<file path="src/sbad_pkg.sv">
// Purpose: Shared constants for the baud generator and autobaud detector
// Assumes: 32-bit AHB-Lite register access, one word per register
// Notes: Register byte offsets, control bit positions, rate tables, states
package sbad_pkg;
  localparam int RELOAD_W = 13;
  localparam int FRAC_W = 9;
  localparam int CNT_W = 15;
  localparam int GAP_W = 19;
  localparam int CTRL_W = 11;
  localparam int SLOTS = 9;

  localparam logic [7:0] ADDR_CTRL = 8'h00;
  localparam logic [7:0] ADDR_RELOAD = 8'h04;
  localparam logic [7:0] ADDR_FRAC = 8'h08;
  localparam logic [7:0] ADDR_STAT = 8'h0C;

  // Control register bit positions
  localparam int CTRL_RUN = 0;
  localparam int CTRL_SYNC = 1;
  localparam int CTRL_FPS = 2;
  localparam int CTRL_FDS = 3;
  localparam int CTRL_AB_EN = 4;
  localparam int CTRL_MODE_LSB = 5;
  localparam int CTRL_MODE_MSB = 7;
  localparam int CTRL_ODD = 8;
  localparam int CTRL_BEGIN_IE = 9;
  localparam int CTRL_FOUND_IE = 10;
  localparam logic [CTRL_W-1:0] CTRL_RST = 11'h000;
  localparam logic [RELOAD_W-1:0] RELOAD_RST = 13'h0000;
  localparam logic [FRAC_W-1:0] FRAC_RST = 9'h000;

  // Prescaler and shift-clock divider terminal counts
  localparam logic [1:0] PRE2_LAST = 2'h1;
  localparam logic [1:0] PRE3_LAST = 2'h2;
  localparam logic [1:0] QUARTER_LAST = 2'h3;

  localparam logic [2:0] MODE_7P = 3'h3;
  localparam logic [2:0] MODE_8P = 3'h7;
  localparam logic [2:0] MODE_8N = 3'h1;

  localparam logic [6:0] CH_LA = 7'h61;
  localparam logic [6:0] CH_LT = 7'h74;
  localparam logic [6:0] CH_UA = 7'h41;
  localparam logic [6:0] CH_UT = 7'h54;

  // Divide factors and reload values, slot 0 first
  localparam logic [CNT_W-1:0] DF_TAB [SLOTS] = '{15'h0030, 15'h0060, 15'h00C0,
    15'h0120, 15'h0240, 15'h0480, 15'h0900, 15'h1200, 15'h2400};
  localparam logic [RELOAD_W-1:0] RELOAD_TAB [SLOTS] = '{13'h0002, 13'h0005,
    13'h000B, 13'h0011, 13'h0023, 13'h0047, 13'h008F, 13'h011F, 13'h023F};

  localparam logic [CNT_W-1:0] START_MAX = 15'h2880;
  localparam int TOL_SH = 3;
  localparam int GAP_SH = 4;
  localparam logic [3:0] LAST_BIT = 4'h8;
  localparam logic [1:0] IRQ_CYC = 2'h2;

  typedef enum logic [6:0] {
    ST_IDLE = 7'h01,
    ST_START = 7'h02,
    ST_BYTE1 = 7'h04,
    ST_STOP1 = 7'h08,
    ST_GAP = 7'h10,
    ST_BYTE2 = 7'h20,
    ST_DONE = 7'h40
  } sbad_state_type;
endpackage

</file>
<file path="src/sbad_top.sv">
// Purpose: Synchronous baud generator and autobaud detection unit
// Assumes: AHB-Lite slave, single word transfers, rxd synchronous to clock
// Notes: Zero wait states; unmapped addresses read zero, writes ignored
// Function
// - Synchronous mode: generator clock runs at four times the bit rate
// - Synchronous rate is clock over 8 or 12 times reload plus one
// - Reload value is an unsigned 13-bit number, 0 to 8191
// - Autobaud finds both frame format and bit rate on receive line
// - Only nine candidate rates tied to prescaler output are chosen
// - No free measurement of unknown rates; only candidate set recognised
// - Prescaler or fractional divider output is the autobaud time base
// - On success format bits and reload value are written automatically
// - Autobaud is unavailable in synchronous mode
// - Pairs a-t or A-T in five frame types; mixed case rejected
// - Candidate rate is prescaler output over 48 up to 9216
// - Slots zero to eight load reload values 2 to 575
// - Fixed divide-by-2 or divide-by-3 may also clock time base
// - Format 011, 111 or 001 written; odd parity sets odd bit
// - Begin and found interrupt lines each stay two clocks
`timescale 1ns/1ps
module sbad_top (
  input wire logic core_clk_i,
  input wire logic rst_n_i,
  input wire logic hsel_i,
  input wire logic [31:0] haddr_i,
  input wire logic [1:0] htrans_i,
  input wire logic hwrite_i,
  input wire logic [2:0] hsize_i,
  input wire logic [31:0] hwdata_i,
  input wire logic hready_i,
  output logic [31:0] hrdata_o,
  output logic hreadyout_o,
  output logic hresp_o,
  input wire logic rxd_i,
  output logic brt_tick_o,
  output logic shift_tick_o,
  output logic autobaud_begin_irq_o,
  output logic autobaud_found_irq_o
);
  logic rst_s1_q;
  logic rst_n;
  logic [sbad_pkg::CTRL_W-1:0] ctrl_q;
  logic [sbad_pkg::RELOAD_W-1:0] reload_q;
  logic [sbad_pkg::RELOAD_W-1:0] timer_val;
  logic [sbad_pkg::FRAC_W-1:0] frac_q;
  logic [sbad_pkg::FRAC_W:0] frac_sum;
  logic [sbad_pkg::FRAC_W-1:0] acc_q;
  logic [1:0] pre_q;
  logic [1:0] quarter_q;
  logic div_tick;
  logic underflow;
  logic wr_q;
  logic [7:0] addr_q;
  logic [31:0] rdata_q;
  logic bus_wr_ctrl;
  logic bus_wr_reload;
  sbad_pkg::sbad_state_type state_q;
  logic [sbad_pkg::CNT_W-1:0] len_q;
  logic [sbad_pkg::CNT_W-1:0] cnt_q;
  logic [sbad_pkg::CNT_W-1:0] df_q;
  logic [sbad_pkg::GAP_W-1:0] gap_q;
  logic [3:0] slot_q;
  logic [3:0] bitn_q;
  logic [8:0] sh_q;
  logic [8:0] b1_q;
  logic rxd_prev_q;
  logic [4:0] slot_hit;
  logic [4:0] fmt_res;
  logic sample;
  logic begin_evt;
  logic found_evt;
  logic reject_evt;
  logic [1:0] begin_cnt_q;
  logic [1:0] found_cnt_q;
  logic ab_live;

  // Start bit width in time base ticks to slot, within one eighth
  function automatic logic [4:0] find_slot(input logic [sbad_pkg::CNT_W-1:0] n);
    logic [sbad_pkg::CNT_W-1:0] df;
    logic [4:0] res;
    res = 5'h00;
    for (int i = 0; i < sbad_pkg::SLOTS; i++)
    begin
      df = sbad_pkg::DF_TAB[i];
      if (n >= df - (df >> sbad_pkg::TOL_SH) && n <= df + (df >> sbad_pkg::TOL_SH))
        res = {1'b1, 4'(i)};
    end
    return res;
  endfunction

  function automatic logic parity7(input logic [8:0] b);
    return ^b[6:0];
  endfunction

  // Result {ok, mode, odd} from two nine-bit samples, b0 in bit 0
  function automatic logic [4:0] classify(input logic [8:0] c1, input logic [8:0] c2);
    logic pair_ok;
    logic [4:0] res;
    pair_ok = (c1[6:0] == sbad_pkg::CH_LA && c2[6:0] == sbad_pkg::CH_LT)
      || (c1[6:0] == sbad_pkg::CH_UA && c2[6:0] == sbad_pkg::CH_UT);
    res = 5'h00;
    if (!pair_ok)
      res = 5'h00;
    else if (!c1[7] && !c2[7] && c1[8] && c2[8])
      res = {1'b1, sbad_pkg::MODE_8N, 1'b0};
    else if (c1[8] && c2[8] && c1[7] == parity7(c1) && c2[7] == parity7(c2))
      res = {1'b1, sbad_pkg::MODE_7P, 1'b0};
    else if (c1[8] && c2[8] && c1[7] != parity7(c1) && c2[7] != parity7(c2))
      res = {1'b1, sbad_pkg::MODE_7P, 1'b1};
    else if (!c1[7] && !c2[7] && c1[8] == parity7(c1) && c2[8] == parity7(c2))
      res = {1'b1, sbad_pkg::MODE_8P, 1'b0};
    else if (!c1[7] && !c2[7] && c1[8] != parity7(c1) && c2[8] != parity7(c2))
      res = {1'b1, sbad_pkg::MODE_8P, 1'b1};
    return res;
  endfunction

  always_ff @(posedge core_clk_i or negedge rst_n_i)
  begin
    if (!rst_n_i)
    begin
      rst_s1_q <= 1'b0;
      rst_n <= 1'b0;
    end
    else
    begin
      rst_s1_q <= 1'b1;
      rst_n <= rst_s1_q;
    end
  end

  // Bus slave
  always_ff @(posedge core_clk_i or negedge rst_n)
  begin
    if (!rst_n)
    begin
      wr_q <= 1'b0;
      addr_q <= 8'h00;
      rdata_q <= 32'h0000_0000;
    end
    else if (hready_i)
    begin
      wr_q <= hsel_i && htrans_i[1] && hwrite_i;
      addr_q <= haddr_i[7:0];
      if (hsel_i && htrans_i[1] && !hwrite_i)
      begin
        case (haddr_i[7:0])
          sbad_pkg::ADDR_CTRL: rdata_q <= {21'h000000, ctrl_q};
          sbad_pkg::ADDR_RELOAD: rdata_q <= {19'h00000, timer_val};
          sbad_pkg::ADDR_FRAC: rdata_q <= {23'h000000, frac_q};
          sbad_pkg::ADDR_STAT: rdata_q <= {17'h00000, state_q, slot_q, 4'h0};
          default: rdata_q <= 32'h0000_0000;
        endcase
      end
    end
  end

  assign bus_wr_ctrl = wr_q && addr_q == sbad_pkg::ADDR_CTRL;
  assign bus_wr_reload = wr_q && addr_q == sbad_pkg::ADDR_RELOAD;
  assign hrdata_o = rdata_q;
  assign hreadyout_o = 1'b1;
  assign hresp_o = 1'b0;

  // Detector overrides format bits on success
  always_ff @(posedge core_clk_i or negedge rst_n)
  begin
    if (!rst_n)
      ctrl_q <= sbad_pkg::CTRL_RST;
    else
    begin
      if (bus_wr_ctrl)
        ctrl_q <= hwdata_i[sbad_pkg::CTRL_W-1:0];
      if (found_evt)
      begin
        ctrl_q[sbad_pkg::CTRL_MODE_MSB:sbad_pkg::CTRL_MODE_LSB] <= fmt_res[3:1];
        ctrl_q[sbad_pkg::CTRL_ODD] <= fmt_res[0];
      end
    end
  end

  always_ff @(posedge core_clk_i or negedge rst_n)
  begin
    if (!rst_n)
      reload_q <= sbad_pkg::RELOAD_RST;
    else if (found_evt)
      reload_q <= sbad_pkg::RELOAD_TAB[slot_q];
    else if (bus_wr_reload)
      reload_q <= hwdata_i[sbad_pkg::RELOAD_W-1:0];
  end

  always_ff @(posedge core_clk_i or negedge rst_n)
  begin
    if (!rst_n)
      frac_q <= sbad_pkg::FRAC_RST;
    else if (wr_q && addr_q == sbad_pkg::ADDR_FRAC)
      frac_q <= hwdata_i[sbad_pkg::FRAC_W-1:0];
  end

  // Prescaler: fractional n/512 when FDS is set in async mode, else fixed 2 or 3
  assign frac_sum = {1'b0, acc_q} + {1'b0, frac_q};
  always_comb
  begin
    div_tick = 1'b0;
    if (!ctrl_q[sbad_pkg::CTRL_RUN])
      div_tick = 1'b0;
    else if (ctrl_q[sbad_pkg::CTRL_FDS] && !ctrl_q[sbad_pkg::CTRL_SYNC])
      div_tick = (frac_q == sbad_pkg::FRAC_RST) || frac_sum[sbad_pkg::FRAC_W];
    else if (ctrl_q[sbad_pkg::CTRL_FPS])
      div_tick = pre_q == sbad_pkg::PRE3_LAST;
    else
      div_tick = pre_q == sbad_pkg::PRE2_LAST;
  end

  always_ff @(posedge core_clk_i or negedge rst_n)
  begin
    if (!rst_n)
    begin
      acc_q <= sbad_pkg::FRAC_RST;
      pre_q <= 2'h0;
    end
    else if (!ctrl_q[sbad_pkg::CTRL_RUN])
    begin
      acc_q <= sbad_pkg::FRAC_RST;
      pre_q <= 2'h0;
    end
    else
    begin
      acc_q <= frac_sum[sbad_pkg::FRAC_W-1:0];
      pre_q <= div_tick ? 2'h0 : pre_q + 2'h1;
    end
  end

  sbad_baud_timer u_timer (
    .core_clk_i(core_clk_i),
    .rst_n_i(rst_n),
    .tick_i(div_tick),
    .run_i(ctrl_q[sbad_pkg::CTRL_RUN]),
    .load_i(bus_wr_reload || found_evt),
    .reload_i(reload_q),
    .value_o(timer_val),
    .underflow_o(underflow)
  );

  // Four underflows make one synchronous bit period
  always_ff @(posedge core_clk_i or negedge rst_n)
  begin
    if (!rst_n)
      quarter_q <= 2'h0;
    else if (!ctrl_q[sbad_pkg::CTRL_SYNC])
      quarter_q <= 2'h0;
    else if (underflow)
      quarter_q <= quarter_q + 2'h1;
  end

  assign brt_tick_o = underflow;
  assign shift_tick_o = underflow && ctrl_q[sbad_pkg::CTRL_SYNC]
    && quarter_q == sbad_pkg::QUARTER_LAST;

  // Autobaud detector
  assign ab_live = ctrl_q[sbad_pkg::CTRL_AB_EN] && ctrl_q[sbad_pkg::CTRL_RUN]
    && !ctrl_q[sbad_pkg::CTRL_SYNC];
  assign slot_hit = find_slot(len_q);
  assign fmt_res = classify(b1_q, sh_q);
  assign sample = div_tick && cnt_q == 15'h0000;
  assign begin_evt = state_q == sbad_pkg::ST_IDLE && ab_live && rxd_prev_q && !rxd_i;
  assign found_evt = state_q == sbad_pkg::ST_BYTE2 && ab_live && bitn_q > sbad_pkg::LAST_BIT
    && fmt_res[4];
  assign reject_evt = ab_live && ((state_q == sbad_pkg::ST_START
    && ((rxd_i && !slot_hit[4]) || len_q > sbad_pkg::START_MAX))
    || (state_q == sbad_pkg::ST_BYTE2 && bitn_q > sbad_pkg::LAST_BIT && !fmt_res[4])
    || (state_q == sbad_pkg::ST_GAP && gap_q > {df_q, 4'h0}));

  always_ff @(posedge core_clk_i or negedge rst_n)
  begin
    if (!rst_n)
      rxd_prev_q <= 1'b1;
    else
      rxd_prev_q <= rxd_i;
  end

  always_ff @(posedge core_clk_i or negedge rst_n)
  begin
    if (!rst_n)
    begin
      state_q <= sbad_pkg::ST_IDLE;
      len_q <= 15'h0000;
      cnt_q <= 15'h0000;
      df_q <= 15'h0000;
      gap_q <= 19'h00000;
      slot_q <= 4'h0;
      bitn_q <= 4'h0;
      sh_q <= 9'h000;
      b1_q <= 9'h000;
    end
    else if (!ab_live || reject_evt)
      state_q <= sbad_pkg::ST_IDLE;
    else
    begin
      case (state_q)
        sbad_pkg::ST_IDLE:
          if (begin_evt)
          begin
            state_q <= sbad_pkg::ST_START;
            len_q <= 15'h0000;
          end
        sbad_pkg::ST_START:
          if (rxd_i)
          begin
            state_q <= sbad_pkg::ST_BYTE1;
            slot_q <= slot_hit[3:0];
            df_q <= sbad_pkg::DF_TAB[slot_hit[3:0]];
            cnt_q <= (sbad_pkg::DF_TAB[slot_hit[3:0]] >> 1) - 15'h0001;
            bitn_q <= 4'h0;
          end
          else if (div_tick)
            len_q <= len_q + 15'h0001;
        sbad_pkg::ST_BYTE1, sbad_pkg::ST_BYTE2:
          if (state_q == sbad_pkg::ST_BYTE1 && bitn_q > sbad_pkg::LAST_BIT)
          begin
            b1_q <= sh_q;
            state_q <= sbad_pkg::ST_STOP1;
          end
          else if (state_q == sbad_pkg::ST_BYTE2 && bitn_q > sbad_pkg::LAST_BIT)
            state_q <= sbad_pkg::ST_DONE;
          else if (sample)
          begin
            sh_q <= {rxd_i, sh_q[8:1]};
            bitn_q <= bitn_q + 4'h1;
            cnt_q <= df_q - 15'h0001;
          end
          else if (div_tick)
            cnt_q <= cnt_q - 15'h0001;
        sbad_pkg::ST_STOP1:
          if (rxd_i)
          begin
            state_q <= sbad_pkg::ST_GAP;
            gap_q <= 19'h00000;
          end
        sbad_pkg::ST_GAP:
          if (!rxd_i)
          begin
            state_q <= sbad_pkg::ST_BYTE2;
            cnt_q <= df_q + (df_q >> 1) - 15'h0001;
            bitn_q <= 4'h0;
          end
          else if (div_tick)
            gap_q <= gap_q + 19'h00001;
        sbad_pkg::ST_DONE:
          state_q <= sbad_pkg::ST_DONE;
        default:
          state_q <= sbad_pkg::ST_IDLE;
      endcase
    end
  end

  // Two-clock interrupt pulses
  always_ff @(posedge core_clk_i or negedge rst_n)
  begin
    if (!rst_n)
    begin
      begin_cnt_q <= 2'h0;
      found_cnt_q <= 2'h0;
    end
    else
    begin
      if (begin_evt && ctrl_q[sbad_pkg::CTRL_BEGIN_IE])
        begin_cnt_q <= sbad_pkg::IRQ_CYC;
      else if (begin_cnt_q != 2'h0)
        begin_cnt_q <= begin_cnt_q - 2'h1;
      if (found_evt && ctrl_q[sbad_pkg::CTRL_FOUND_IE])
        found_cnt_q <= sbad_pkg::IRQ_CYC;
      else if (found_cnt_q != 2'h0)
        found_cnt_q <= found_cnt_q - 2'h1;
    end
  end

  assign autobaud_begin_irq_o = begin_cnt_q != 2'h0;
  assign autobaud_found_irq_o = found_cnt_q != 2'h0;

  a_begin_two_clk: assert property (@(posedge core_clk_i) disable iff (!rst_n)
    $rose(autobaud_begin_irq_o) |=> autobaud_begin_irq_o ##1 !autobaud_begin_irq_o)
    else $error("begin interrupt not two clocks");
  a_found_two_clk: assert property (@(posedge core_clk_i) disable iff (!rst_n)
    $rose(autobaud_found_irq_o) |-> autobaud_found_irq_o [*2] ##1 !autobaud_found_irq_o)
    else $error("found interrupt not two clocks");
  a_sync_blocks_ab: assert property (@(posedge core_clk_i) disable iff (!rst_n)
    ctrl_q[sbad_pkg::CTRL_SYNC] |=> state_q == sbad_pkg::ST_IDLE && !autobaud_found_irq_o)
    else $error("autobaud active in synchronous mode");
  a_reload_loaded: assert property (@(posedge core_clk_i) disable iff (!rst_n)
    found_evt |=> reload_q == sbad_pkg::RELOAD_TAB[$past(slot_q)])
    else $error("reload not loaded from slot");
  a_format_loaded: assert property (@(posedge core_clk_i) disable iff (!rst_n)
    found_evt |=> ctrl_q[sbad_pkg::CTRL_MODE_MSB:sbad_pkg::CTRL_MODE_LSB] == $past(fmt_res[3:1])
      && (ctrl_q[7:5] == sbad_pkg::MODE_7P || ctrl_q[7:5] == sbad_pkg::MODE_8P
      || ctrl_q[7:5] == sbad_pkg::MODE_8N))
    else $error("frame format not written");
  a_reject_idle: assert property (@(posedge core_clk_i) disable iff (!rst_n)
    reject_evt && !bus_wr_reload |=> state_q == sbad_pkg::ST_IDLE && $stable(reload_q))
    else $error("rejected frame changed state");
  a_shift_quarter: assert property (@(posedge core_clk_i) disable iff (!rst_n)
    shift_tick_o |-> brt_tick_o && ctrl_q[sbad_pkg::CTRL_SYNC] ##1 quarter_q == 2'h0)
    else $error("shift tick off the fourth underflow");
  a_div_by_two: assert property (@(posedge core_clk_i) disable iff (!rst_n)
    div_tick && ctrl_q[sbad_pkg::CTRL_SYNC] && !ctrl_q[sbad_pkg::CTRL_FPS] && $stable(ctrl_q)
      && !bus_wr_ctrl |=> !div_tick ##1 div_tick || !$stable(ctrl_q))
    else $error("divide by two prescaler wrong");
  a_div_by_three: assert property (@(posedge core_clk_i) disable iff (!rst_n)
    div_tick && ctrl_q[sbad_pkg::CTRL_SYNC] && ctrl_q[sbad_pkg::CTRL_FPS] && !bus_wr_ctrl
      && !wr_q |=> !div_tick [*2])
    else $error("divide by three prescaler wrong");

  c_found: cover property (@(posedge core_clk_i) disable iff (!rst_n) found_evt);
  c_reject: cover property (@(posedge core_clk_i) disable iff (!rst_n) reject_evt);
  c_shift: cover property (@(posedge core_clk_i) disable iff (!rst_n) shift_tick_o);
endmodule

</file>
<file path="src/sbad_baud_timer.sv">
// Purpose: 13-bit reloading down counter of the baud generator
// Assumes: tick_i is a one-cycle prescaler pulse
// Notes: A load while stopped waits until run is set
`timescale 1ns/1ps
module sbad_baud_timer (
  input wire logic core_clk_i,
  input wire logic rst_n_i,
  input wire logic tick_i,
  input wire logic run_i,
  input wire logic load_i,
  input wire logic [sbad_pkg::RELOAD_W-1:0] reload_i,
  output logic [sbad_pkg::RELOAD_W-1:0] value_o,
  output logic underflow_o
);
  logic [sbad_pkg::RELOAD_W-1:0] value_q;
  logic pend_q;
  logic load_q;

  // Load one clock late so a same-cycle reload register write is seen
  always_ff @(posedge core_clk_i or negedge rst_n_i)
  begin
    if (!rst_n_i)
      load_q <= 1'b0;
    else
      load_q <= load_i;
  end

  always_ff @(posedge core_clk_i or negedge rst_n_i)
  begin
    if (!rst_n_i)
      pend_q <= 1'b0;
    else if (load_q && !run_i)
      pend_q <= 1'b1;
    else if (run_i)
      pend_q <= 1'b0;
  end

  // Reload on write, on deferred write and on every underflow
  always_ff @(posedge core_clk_i or negedge rst_n_i)
  begin
    if (!rst_n_i)
      value_q <= sbad_pkg::RELOAD_RST;
    else if (run_i && (load_q || pend_q))
      value_q <= reload_i;
    else if (run_i && tick_i)
      value_q <= (value_q == sbad_pkg::RELOAD_RST) ? reload_i : value_q - 13'h0001;
  end

  assign underflow_o = run_i && tick_i && (value_q == sbad_pkg::RELOAD_RST);
  assign value_o = value_q;
endmodule

</file>
<file path="config.mk">
export PLATFORM = sky130hd
export DESIGN_NAME = sbad_top
export DESIGN_NICKNAME = d
export VERILOG_FILES = /design/src/sbad_pkg.sv /design/src/sbad_top.sv /design/src/sbad_baud_timer.sv
export SDC_FILE = /design/constraint.sdc
export NUM_CORES = 1
export LEC_CHECK = 0
export BUFFER_PORTS_ARGS = -buffer_cell sky130_fd_sc_hd__buf_4
export CAP_MARGIN = 5
export CELL_PAD_IN_SITES_DETAIL_PLACEMENT = 1
export CELL_PAD_IN_SITES_GLOBAL_PLACEMENT = 2
export CORE_AREA = 2 2 202 204
export DETAILED_ROUTE_END_ITERATION = 8
export DIE_AREA = 0 0 204 206
export GPL_TIMING_DRIVEN = 0
export PLACE_DENSITY = 0.7
export SLEW_MARGIN = 20
export SYNTH_ARGS = -nofsm -noshare
export SYNTH_HDL_FRONTEND = slang
export SYNTH_SLANG_ARGS = --single-unit
</file>
<file path="constraint.sdc">
create_clock -name core_clk_i -period 6.7 [get_ports core_clk_i]
set_input_delay 0.67 -clock core_clk_i [delete_from_list [all_inputs] [get_ports core_clk_i]]
set_output_delay 0.67 -clock core_clk_i [all_outputs]
set_load 0.1 [all_outputs]
</file>
# [After elaboration in Yosys (flattened, before gate mapping)]
# Memory sizes are Yosys's and may differ from the RTL's.
# Cells that the tools add are included.
[op_classes] n_addsub=14 order_cmp=23 eq_ne=45 n_mux=70 bitwise_logic=5 reduce_logical=99
[ops] cell="two-way mux 15 bit" count=11
[ops] cell="two-way mux 13 bit" count=7
[ops] cell="two-way mux 5 bit" count=15
[ops] cell="one-hot mux 15 bit (4 select lines)" count=1
[ops] cell="two-way mux 19 bit" count=3
[ops] cell="logical AND 1 bit" count=54
[ops] cell="two-way mux 7 bit" count=7
[ops] cell="one-hot mux 15 bit (3 select lines)" count=1
[ops] cell="subtractor 15 x 1 -> 15 bit, second input constant" count=3
[ops] cell="one-hot mux 7 bit (6 select lines)" count=1
[ops] cell="one-hot mux 19 bit (2 select lines)" count=1
[ops] cell="equality test 7 bit, second input constant" count=5
[ops] cell="greater-or-equal comparator 15 x 8 -> 1 bit, second input constant" count=2
[ops] cell="one-hot mux 15 bit (2 select lines)" count=1
[ops] cell="equality test 8 x 4 -> 1 bit, second input constant" count=3
[ops] cell="two-way mux 4 bit" count=6
[ops] cell="!= test 2 bit, second input constant" count=11
[ops] cell="AND reduction 5 bit" count=4
[ops] cell="nonzero test 2 bit" count=10
[ops] cell="adder 19 x 1 -> 19 bit, second input constant" count=1
[ops] cell="greater-than comparator 19 bit" count=1
[ops] cell="two-way mux 9 bit" count=2
[ops] cell="equality test 8 x 3 -> 1 bit, second input constant" count=2
[ops] cell="zero test 8 bit" count=2
[ops] cell="other kinds (57)" count=102
[word_totals] regBits=206 romBits=448 in_bits=75 output_inout_bits=38 wordCells=285 mem_count=2
[mem_list] memory="(name not given)" depth=16 word_bits=15 read_ports=1 rd_clocked_by_memory_dff=0 wr=0 line_no="sbad_top.sv:311" text="cnt_q <= (sbad_pkg::DF_TAB[slot_hit[3:0]] >> 1) - 15'h0001;"
[mem_list] memory="(name not given)" depth=16 word_bits=13 read_ports=1 rd_clocked_by_memory_dff=0 wr=0 line_no="sbad_top.sv:185" text="reload_q <= sbad_pkg::RELOAD_TAB[slot_q];"

# [Logic depth before layout (Yosys ltp)]
# Gate-level depths: netlist of the first run.
[logic_depth] word_depth=21 ltp_mapped=17 depth_no_buf=15

# [Hierarchy]
# A second synthesis of the first run with hierarchy kept.
[unflattened] cells_unflattened=1341 hier_area_um2=12493.2
[by_module_without_submodules] mod="sbad_top" n_inst=1 cells_each=1235 area_each_um2=11552.3 seq_area_each_um2=4206.5
[by_module_without_submodules] mod="sbad_baud_timer" n_inst=1 cells_each=106 area_each_um2=940.9 seq_area_each_um2=375.4

# [Least setup slack after synthesis of the first run]
# OpenSTA, ideal clock, no wires.
[synth_path] path_kind="flip-flop to output port" from="reg u_timer.value_q, in the netlist u_timer.value_o[0]" to="out shift_tick_o" t_arrival_ns=4.249 t_required_ns=6.030 slack_ns=1.781 stages_incl_launch_ff=10 path_buffers=0 cell_sequence="dfrtp_1 inv_1 ha_1 nand2b_1 nor4_1 nand2b_1 or4_1 or2_2 nor2_1 and3_1"
[synth_between] elab_chain_len=4
[synth_rtl] item="start, declared" line_no="sbad_baud_timer.sv:15" text="logic [sbad_pkg::RELOAD_W-1:0] value_q;"
[synth_rtl] item="start signal, assigned" line_no="sbad_baud_timer.sv:42" text="value_q <= sbad_pkg::RELOAD_RST;"
[synth_rtl] item="start signal, assigned" line_no="sbad_baud_timer.sv:44" text="value_q <= reload_i;"
[synth_rtl] item="start signal, assigned" line_no="sbad_baud_timer.sv:46" text="value_q <= (value_q == sbad_pkg::RELOAD_RST) ? reload_i : value_q - 13'h0001;"
[synth_rtl] item="zero test 13 bit" line_no="sbad_baud_timer.sv:49" text="assign underflow_o = run_i && tick_i && (value_q == sbad_pkg::RELOAD_RST);"
[synth_rtl] item="logical AND 1 bit" line_no="sbad_baud_timer.sv:49"
[synth_rtl] item="via brt_tick_o" line_no="sbad_top.sv:35" text="output logic brt_tick_o,"
[synth_rtl] item="logical AND 1 bit" line_no="sbad_top.sv:255" text="assign shift_tick_o = underflow && ctrl_q[sbad_pkg::CTRL_SYNC]"
[synth_rtl] item="logical AND 1 bit" line_no="sbad_top.sv:256" text="&& quarter_q == sbad_pkg::QUARTER_LAST;"
[synth_rtl] item="end, declared" line_no="sbad_top.sv:36" text="output logic shift_tick_o,"
# The timed path passes the listed nets, and every way through them passes these cells.

# [Worst setup path in the final report of the first run]
[layout_path] from="reg frac_q[2] in the netlist's numbering" to="reg cnt_q[10] in the netlist's numbering"
[layout_between] elab_chain_len=9 elab_cells_between_ends=12 classes_between="1 x add/sub; 1 x eq/ne; 6 x mux; 4 x reduce/logical"
[layout_rtl] item="start, declared" line_no="sbad_top.sv:45" text="logic [sbad_pkg::FRAC_W-1:0] frac_q;"
[layout_rtl] item="start signal, assigned" line_no="sbad_top.sv:193" text="frac_q <= sbad_pkg::FRAC_RST;"
[layout_rtl] item="start signal, assigned" line_no="sbad_top.sv:195" text="frac_q <= hwdata_i[sbad_pkg::FRAC_W-1:0];"
[layout_rtl] item="adder 9 x 9 -> 10 bit or zero test 9 bit (tied branches)" line_no="sbad_top.sv:199, sbad_top.sv:206"
[layout_rtl] item="logical OR 1 bit *" line_no="sbad_top.sv:206" text="div_tick = (frac_q == sbad_pkg::FRAC_RST) || frac_sum[sbad_pkg::FRAC_W];"
[layout_rtl] item="two-way mux 1 bit *" line_no="sbad_top.sv:205" text="else if (ctrl_q[sbad_pkg::CTRL_FDS] && !ctrl_q[sbad_pkg::CTRL_SYNC])"
[layout_rtl] item="two-way mux 1 bit *" line_no="sbad_top.sv:203" text="if (!ctrl_q[sbad_pkg::CTRL_RUN])"
[layout_rtl] item="logical AND 1 bit" line_no="sbad_top.sv:263" text="assign sample = div_tick && cnt_q == 15'h0000;"
[layout_rtl] item="two-way mux 15 bit" line_no="sbad_top.sv:324" text="else if (sample)"
[layout_rtl] item="two-way mux 15 bit" line_no="sbad_top.sv:322" text="else if (state_q == sbad_pkg::ST_BYTE2 && bitn_q > sbad_pkg::LAST_BIT)"
[layout_rtl] item="two-way mux 15 bit" line_no="sbad_top.sv:317" text="if (state_q == sbad_pkg::ST_BYTE1 && bitn_q > sbad_pkg::LAST_BIT)"
[layout_rtl] item="one-hot mux 15 bit (3 select lines)" line_no="sbad_top.sv:298" text="case (state_q)"
[layout_rtl] item="end signal, assigned" line_no="sbad_top.sv:311"
[layout_rtl] item="end signal, assigned" line_no="sbad_top.sv:328" text="cnt_q <= df_q - 15'h0001;"
[layout_rtl] item="end signal, assigned" line_no="sbad_top.sv:331" text="cnt_q <= cnt_q - 15'h0001;"
[layout_rtl] item="end, declared" line_no="sbad_top.sv:59" text="logic [sbad_pkg::CNT_W-1:0] cnt_q;"
# Mark *: on every way between the ends. The rest lies on a longest branch, timed or not. The select of a mux whose other input is x is not followed.
# A chain may end at the register's enable or synchronous reset.

==> flow_metrics.tcl, run 1 <==
set metrics [dict create \
    status "complete, no violations" \
    max-cap-violations 0 \
    rows 74 \
    placeableCoreArea_sq_um 40200 \
    drtIter0Drc 595 \
    max_slew_margin 0.302 \
    syn_area_per_cell_sq_um 9.04 \
    r2r-start "frac_q[2]" \
    drt-pass1-iter-count 5 \
    synth_async_sr_flop_share 1.00 \
    cts_tree "yes" \
    fin_crit_ps 4940 \
    cp_max_fo 10 \
    end_kind "flop" \
    min_from "rxd_i" \
    io_pins 113 \
    drc 0 \
    worst_skew_pair.late_latency_ps 460 \
    synth_area_leaders "dfrtp_1, ha_1, o21ai_0" \
    die_h_microns 206 \
    worstPathRequired_ps 7040 \
    areaGrowthSynthToFinish_pct 14.8 \
    synth-warning-count 0 \
    finalSetupTns_ps 0 \
    leakage_nw 6.05 \
    portBuffers 44 \
    syn_area_sq_um 11800 \
    die-area_sq_um 42000 \
    antenna_found_initial 0 \
    grt_pass1_wl_mm 57.9 \
    place_inst 1903 \
    drive_gt1_frac 0.142 \
    htreeDepth 4 \
    root_buffer "clkbuf_16" \
    ff2ff_setup_slack_ps 1760 \
    r2r_end "cnt_q[10]" \
    yosysTopAreaCellShare 0.383 \
    clockBufferDepth 2 \
    fill_cells 4722 \
    grt_pass1_vias 10100 \
    holdPathStages 1 \
    rsz0062_at_grt "false" \
    fin_worst_skew_ps 17.5 \
    worstSetupPathType "reg2reg" \
    ant_nets 0 \
    gp_congestion 0.856 \
    path_clk_slew_ps 80 \
    synth-main-ff-cell "dfrtp_1" \
    peakVddDrop_mv 0.177 \
    maxSlewViolCount 0 \
    worst_slew_pin_slew_ps 1030 \
    hold_path.class "in2reg" \
    num_vias 9972 \
    nNetsFinal 1530 \
    antenna_cells 0 \
    fmax_ghz 0.202 \
    post-route-period-util 0.738 \
    initial_core_util 0.294 \
    worst_setup_path_start_kind "flop" \
    power.density_nw_per_um2 183 \
    yosysSeqAreaShare 0.388 \
    synth-seq-cells 183 \
    wl_per_cell_microns 18.6 \
    chipWidth_microns 204 \
    hold_violations 0 \
    fin_util 0.337 \
    synth-edff-count 0 \
    vias_per_cell 5.15 \
    finalSetupViolations 0 \
    grt_start_max_net_pins 49 \
    ys_types 91 \
    yosys.area.top_type "dfrtp_1" \
    whs_endpoint "rxd_prev_q" \
    cts_num_sinks 183 \
    crit_arrival_ps 5280 \
    gr-total-overflow 0 \
    worst_r2r_path_depth 17 \
    syn_inst 1306 \
    grt.total_usage 0.176 \
    hpwl_mm 27.2 \
    cts_made_buffers 17 \
    stdcell_count 1936 \
    routed_wl_mm 36.0 \
]
-- sequential cells by signal, summed over array words and instances (netlist names), 7 cells and up --
signal	flops
state_q	7
addr_q	8
sh_q	9
acc_q	9
ctrl_q	11
len_q	15
df_q	10
cnt_q	15
reload_q	13
b1_q	9
frac_q	9
u_timer.value_o	13
hrdata_o	15
gap_q	19
-- cells in the mapped netlist, drive strengths merged, types with 16 or more instances --
cell type    n
dfrtp      181
clkbuf      51
and3        18
buf         36
a21oi       79
nor2       119
o21ai      105
xnor2       38
nor3        35
mux2        41
nand3       25
nor4        24
a21o        16
ha          62
inv         75
nand2      120
mux2i       25
-- worst max-delay path, cell delays in order, from the launching register on --
cell,delay (ps)
dfrtp_1,480
ha_1,390
o21ai_0,120
o21bai_1,260
o2111a_1,360
o211a_1,170
clkbuf_1,370
clkbuf_1,390
nor2_1,210
nand2_1,140
ha_1,220
nand2_1,80
a31o_2,230
nor4b_2,410
nand4_1,360
xnor2_1,280
o21ai_1,70
mux2_2,280
-- worst max-delay path by stage --
stage / from / endpoint / depth (start not counted)
final: frac_q[2] / cnt_q[10] / 17
after global routing: frac_q[2] / cnt_q[14] / 16
after CTS: frac_q[2] / cnt_q[10] / 17
after detailed placement: frac_q[2] / cnt_q[10] / 17
after global placement: rst_n / gap_q[10] / 0
after floorplan: rst_n / acc_q[0] / 0
-- final cells by class --
class | instances | area (sq um) | share of cell area
well taps | 532 | 666 | 0.0491
multi-input cells | 979 | 6580 | 0.485
clock buffers | 17 | 425 | 0.0314
inverters | 75 | 282 | 0.0208
flip-flops and latches | 183 | 4590 | 0.338
plain buffers | 87 | 442 | 0.0326
clock inverters | 15 | 156 | 0.0115
repair buffers | 48 | 423 | 0.0312
-- stage by stage --
step | setup slack, ps | instance area (sq um) | hold slack, ps | power (mW)
2_1_floorplan | 1230 | 11900 | 331 | 1.40
6_report | 1760 | 13600 | 348 | 2.48
4_1_cts | 1780 | 13600 | 332 | 2.53
5_1_grt | 1400 | 13600 | 325 | 2.60
3_5_place_dp | 1840 | 13000 | 345 | 1.48
3_3_place_gp | -1620 | 12900 | 335 | 1.47
-- placed cells by master, fill, tap and decap left out, types with 10 or more instances in the layout --
master     netlist  final
dfrtp_1        181    180
nand2_1        120    120
nor2_1         118    118
o21ai_0         99     99
a21oi_1         79     79
inv_1           75     75
buf_4           21     65
ha_1            62     62
clkbuf_1        50     50
mux2_2          41     41
xnor2_1         36     36
nor3_1          35     35
mux2i_1         25     25
nand3_1         24     24
nor4_1          23     23
conb_1           2     20
and3_1          18     18
clkbuf_16        0     17
a21o_1          16     16
a31oi_1         15     15
and2_1          14     14
nand4_1         14     14
o31ai_1         13     13
xor2_1          12     12
nor2b_1         11     11
or3_1           11     11
buf_2           10     10
-- cells by family (layout without fill, tap and decap cells) --
group | after synthesis | after routing | synth area share
AND/OR/NAND/NOR | 451 | 451 | 0.196
AO/OA/AOI/OAI | 322 | 322 | 0.176
flip-flops | 183 | 183 | 0.388
buffers and inverters | 162 | 242 | 0.0612
multiplexers | 71 | 71 | 0.0698
adder cells (fa/ha/maj) | 64 | 64 | 0.0691
XOR/XNOR | 51 | 51 | 0.0397
other | 2 | 20 | 0.000636
-- layer usage --
metal  global-route usage  up-vias  share of wire
met5                    0        -              0
met4               0.0481        0          0.017
met3               0.0235       39          0.022
met2                0.289      125           0.47
met1                0.243     5001           0.49
li1                     -     4807              -
-- where the power goes --
part | switching [mW] | leakage (nW) | internal, mW
clock network | 0.523 | 0.284 | 0.500
logic | 0.176 | 3.40 | 0.0937
registers | 0.0435 | 2.37 | 1.15
total | 0.743 | 6.05 | 1.74
-- what timing repair did --
action                                 in CTS  in global routing
endpoints found under the hold margin       2                  0
hold buffers                                1                  0
gates resized for setup                     0                  0
setup buffers                               0                  0
setup endpoints to repair                   0                  0
(Power assumes the default switching activity.)
==> run 2, diff against run 1 <==
PLACE_DENSITY = 0.73   (was 0.7)
clock period = 3.98 ns   (was 6.7 ns; I/O delays follow)
==> flow_metrics.tcl, run 2 (synthesis gave the netlist of run 1 again) <==
set metrics [dict create \
    fin_crit_ps 3850 \
    whs_endpoint "rxd_prev_q" \
    crit_arrival_ps 4260 \
    cpPeakStageDelay_ps 570 \
    grt_start_max_net_pins 53 \
    nNetsFinal 1562 \
    antenna_found_initial 0 \
    vias_per_cell 5.19 \
    routed_wl_mm 37.2 \
    drc 0 \
    place_ws_ps -953 \
    initial_core_util 0.294 \
    max-cap-violations 0 \
    hold_path.class "in2reg" \
    fmax_ghz 0.259 \
    finalSetupTns_ps 0 \
    max_slew_margin 0.392 \
    r2r_end "cnt_q[9]" \
    cts_made_buffers 17 \
    hpwl_mm 27.7 \
    clockBufferDepth 2 \
    grt_pass1_vias 10500 \
    grt_pass1_wl_mm 59.9 \
    areaGrowthSynthToFinish_pct 21.2 \
    fin_ws_ps 126 \
    ff2ff_setup_slack_ps 130 \
    rows 74 \
    finalHoldWorstSlack_ps 69.7 \
    antenna_cells 0 \
    status "complete, no violations" \
    htreeDepth 4 \
    largest_reg_flops 19 \
    cts_num_sinks 183 \
    drt-pass1-iter-count 4 \
    hold_violations 0 \
    path_delay_family "simple AND/OR/NAND/NOR gates" \
    wl_per_cell_microns 18.9 \
    power.density_nw_per_um2 298 \
    final_area_sq_um 14300 \
    fin_worst_skew_ps 17.1 \
    holdPathStages 1 \
    cp_cell_sequence "buf_6 > or4_1 > nand4bb_1 > a211oi_4 > buf_4 > buf_4 > or4_1 > clkbuf_2 > nor3_1 > a211oi_4 > nand3_4 > or3_4 > a311oi_2 > a21o_1" \
    worst_r2r_path_depth 14 \
    worst_slew_pin_slew_ps 905 \
    io_pins 113 \
    grt.total_usage 0.182 \
    num_vias 10200 \
    worst_setup_path_start_kind "flop" \
    mostFrequentLayoutCell "dfrtp_1" \
    finalSetupViolations 0 \
    top_register "gap_q" \
    cp_slowest_cell "or4_1" \
    die_h_microns 206 \
    worstSetupPathType "reg2reg" \
    gr-total-overflow 0 \
    min_from "rxd_i" \
    root_buffer "clkbuf_16" \
    cp_max_fo 9 \
    chipWidth_microns 204 \
    drtIter0Drc 452 \
    mostFrequentLayoutCells "dfrtp_1, nand2_1, nor2_1, buf_4, o21ai_0" \
    leakage_nw 6.33 \
    placed_area_sq_um 13000 \
    post-route-period-util 0.968 \
    r2r-start "len_q[6]" \
    cts_tree "yes" \
    crit_buf_inv 4 \
    end_kind "flop" \
    path_clk_slew_ps 80 \
    ant_nets 0 \
    worst_skew_pair.late_latency_ps 470 \
    portBuffers 44 \
    peakVddDrop_mv 0.259 \
    worstPathRequired_ps 4390 \
    die-area_sq_um 42000 \
    maxSlewViolCount 0 \
    drive_gt1_frac 0.205 \
    placeableCoreArea_sq_um 40200 \
    gp_congestion 0.820 \
]
run 2: cell types whose count changed in the layout (fill, tap and decap cells not counted), moves of 5 or more:
| cell | delta |
|---|---|
| ha_1 | -5 |
| dfrtp_1 | -9 |
| clkbuf_1 | -14 |
| buf_4 | +34 |
| dfrtp_2 | +9 |
| nor2_1 | -5 |
| clkbuf_2 | +8 |
run 2: where the power goes:
part | leakage (nW) | switching [mW] | internal [mW]
registers | 2.35 | 0.0715 | 1.93
logic | 3.68 | 0.301 | 0.165
clock network | 0.296 | 0.935 | 0.860
run 2: area by class of cell:
class | instances | area (sq um)
fillers | 4687 | 25900
inverters | 75 | 285
clock inverters | 15 | 193
clock buffers | 17 | 425
well taps | 532 | 666
plain buffers | 83 | 454
multi-input cells | 979 | 7000
flip-flops and latches | 183 | 4600
repair buffers | 84 | 697
run 2: layer usage:
metal	global-route usage	part of all wire
met4	0.0455	0.013
met1	0.243	0.48
met2	0.309	0.48
met3	0.0251	0.025
met5	0	0
run 2: metrics by stage:
| stage | util | power (mW) | std cells |
|---|---|---|---|
| final | 0.356 | 4.26 | 1968 |
| after global routing | 0.356 | 4.43 | 1968 |
| after CTS | 0.343 | 4.32 | 1941 |
| after detailed placement | 0.323 | 2.50 | 1903 |
| after global placement | 0.321 | 2.47 | 1900 |
| after floorplan | - | 2.36 | 1324 |
run 2: worst max path at each step:
stage	depth (start not counted)	startpoint	end
final	14	len_q[6]	cnt_q[9]
after global placement	17	frac_q[2]	cnt_q[10]
after CTS	17	frac_q[2]	cnt_q[10]
after detailed placement	17	frac_q[2]	cnt_q[10]
after floorplan	13	len_q[13]	cnt_q[10]
after global routing	15	len_q[1]	cnt_q[9]
run 2: timing repair:
item,in CTS,in global routing
hold endpoints to repair,2,0
setup endpoints to repair,96,64
pin swaps,6,28
cloned,0,0
setup buffers,9,27
resized for setup,35,67
hold buffers,1,0
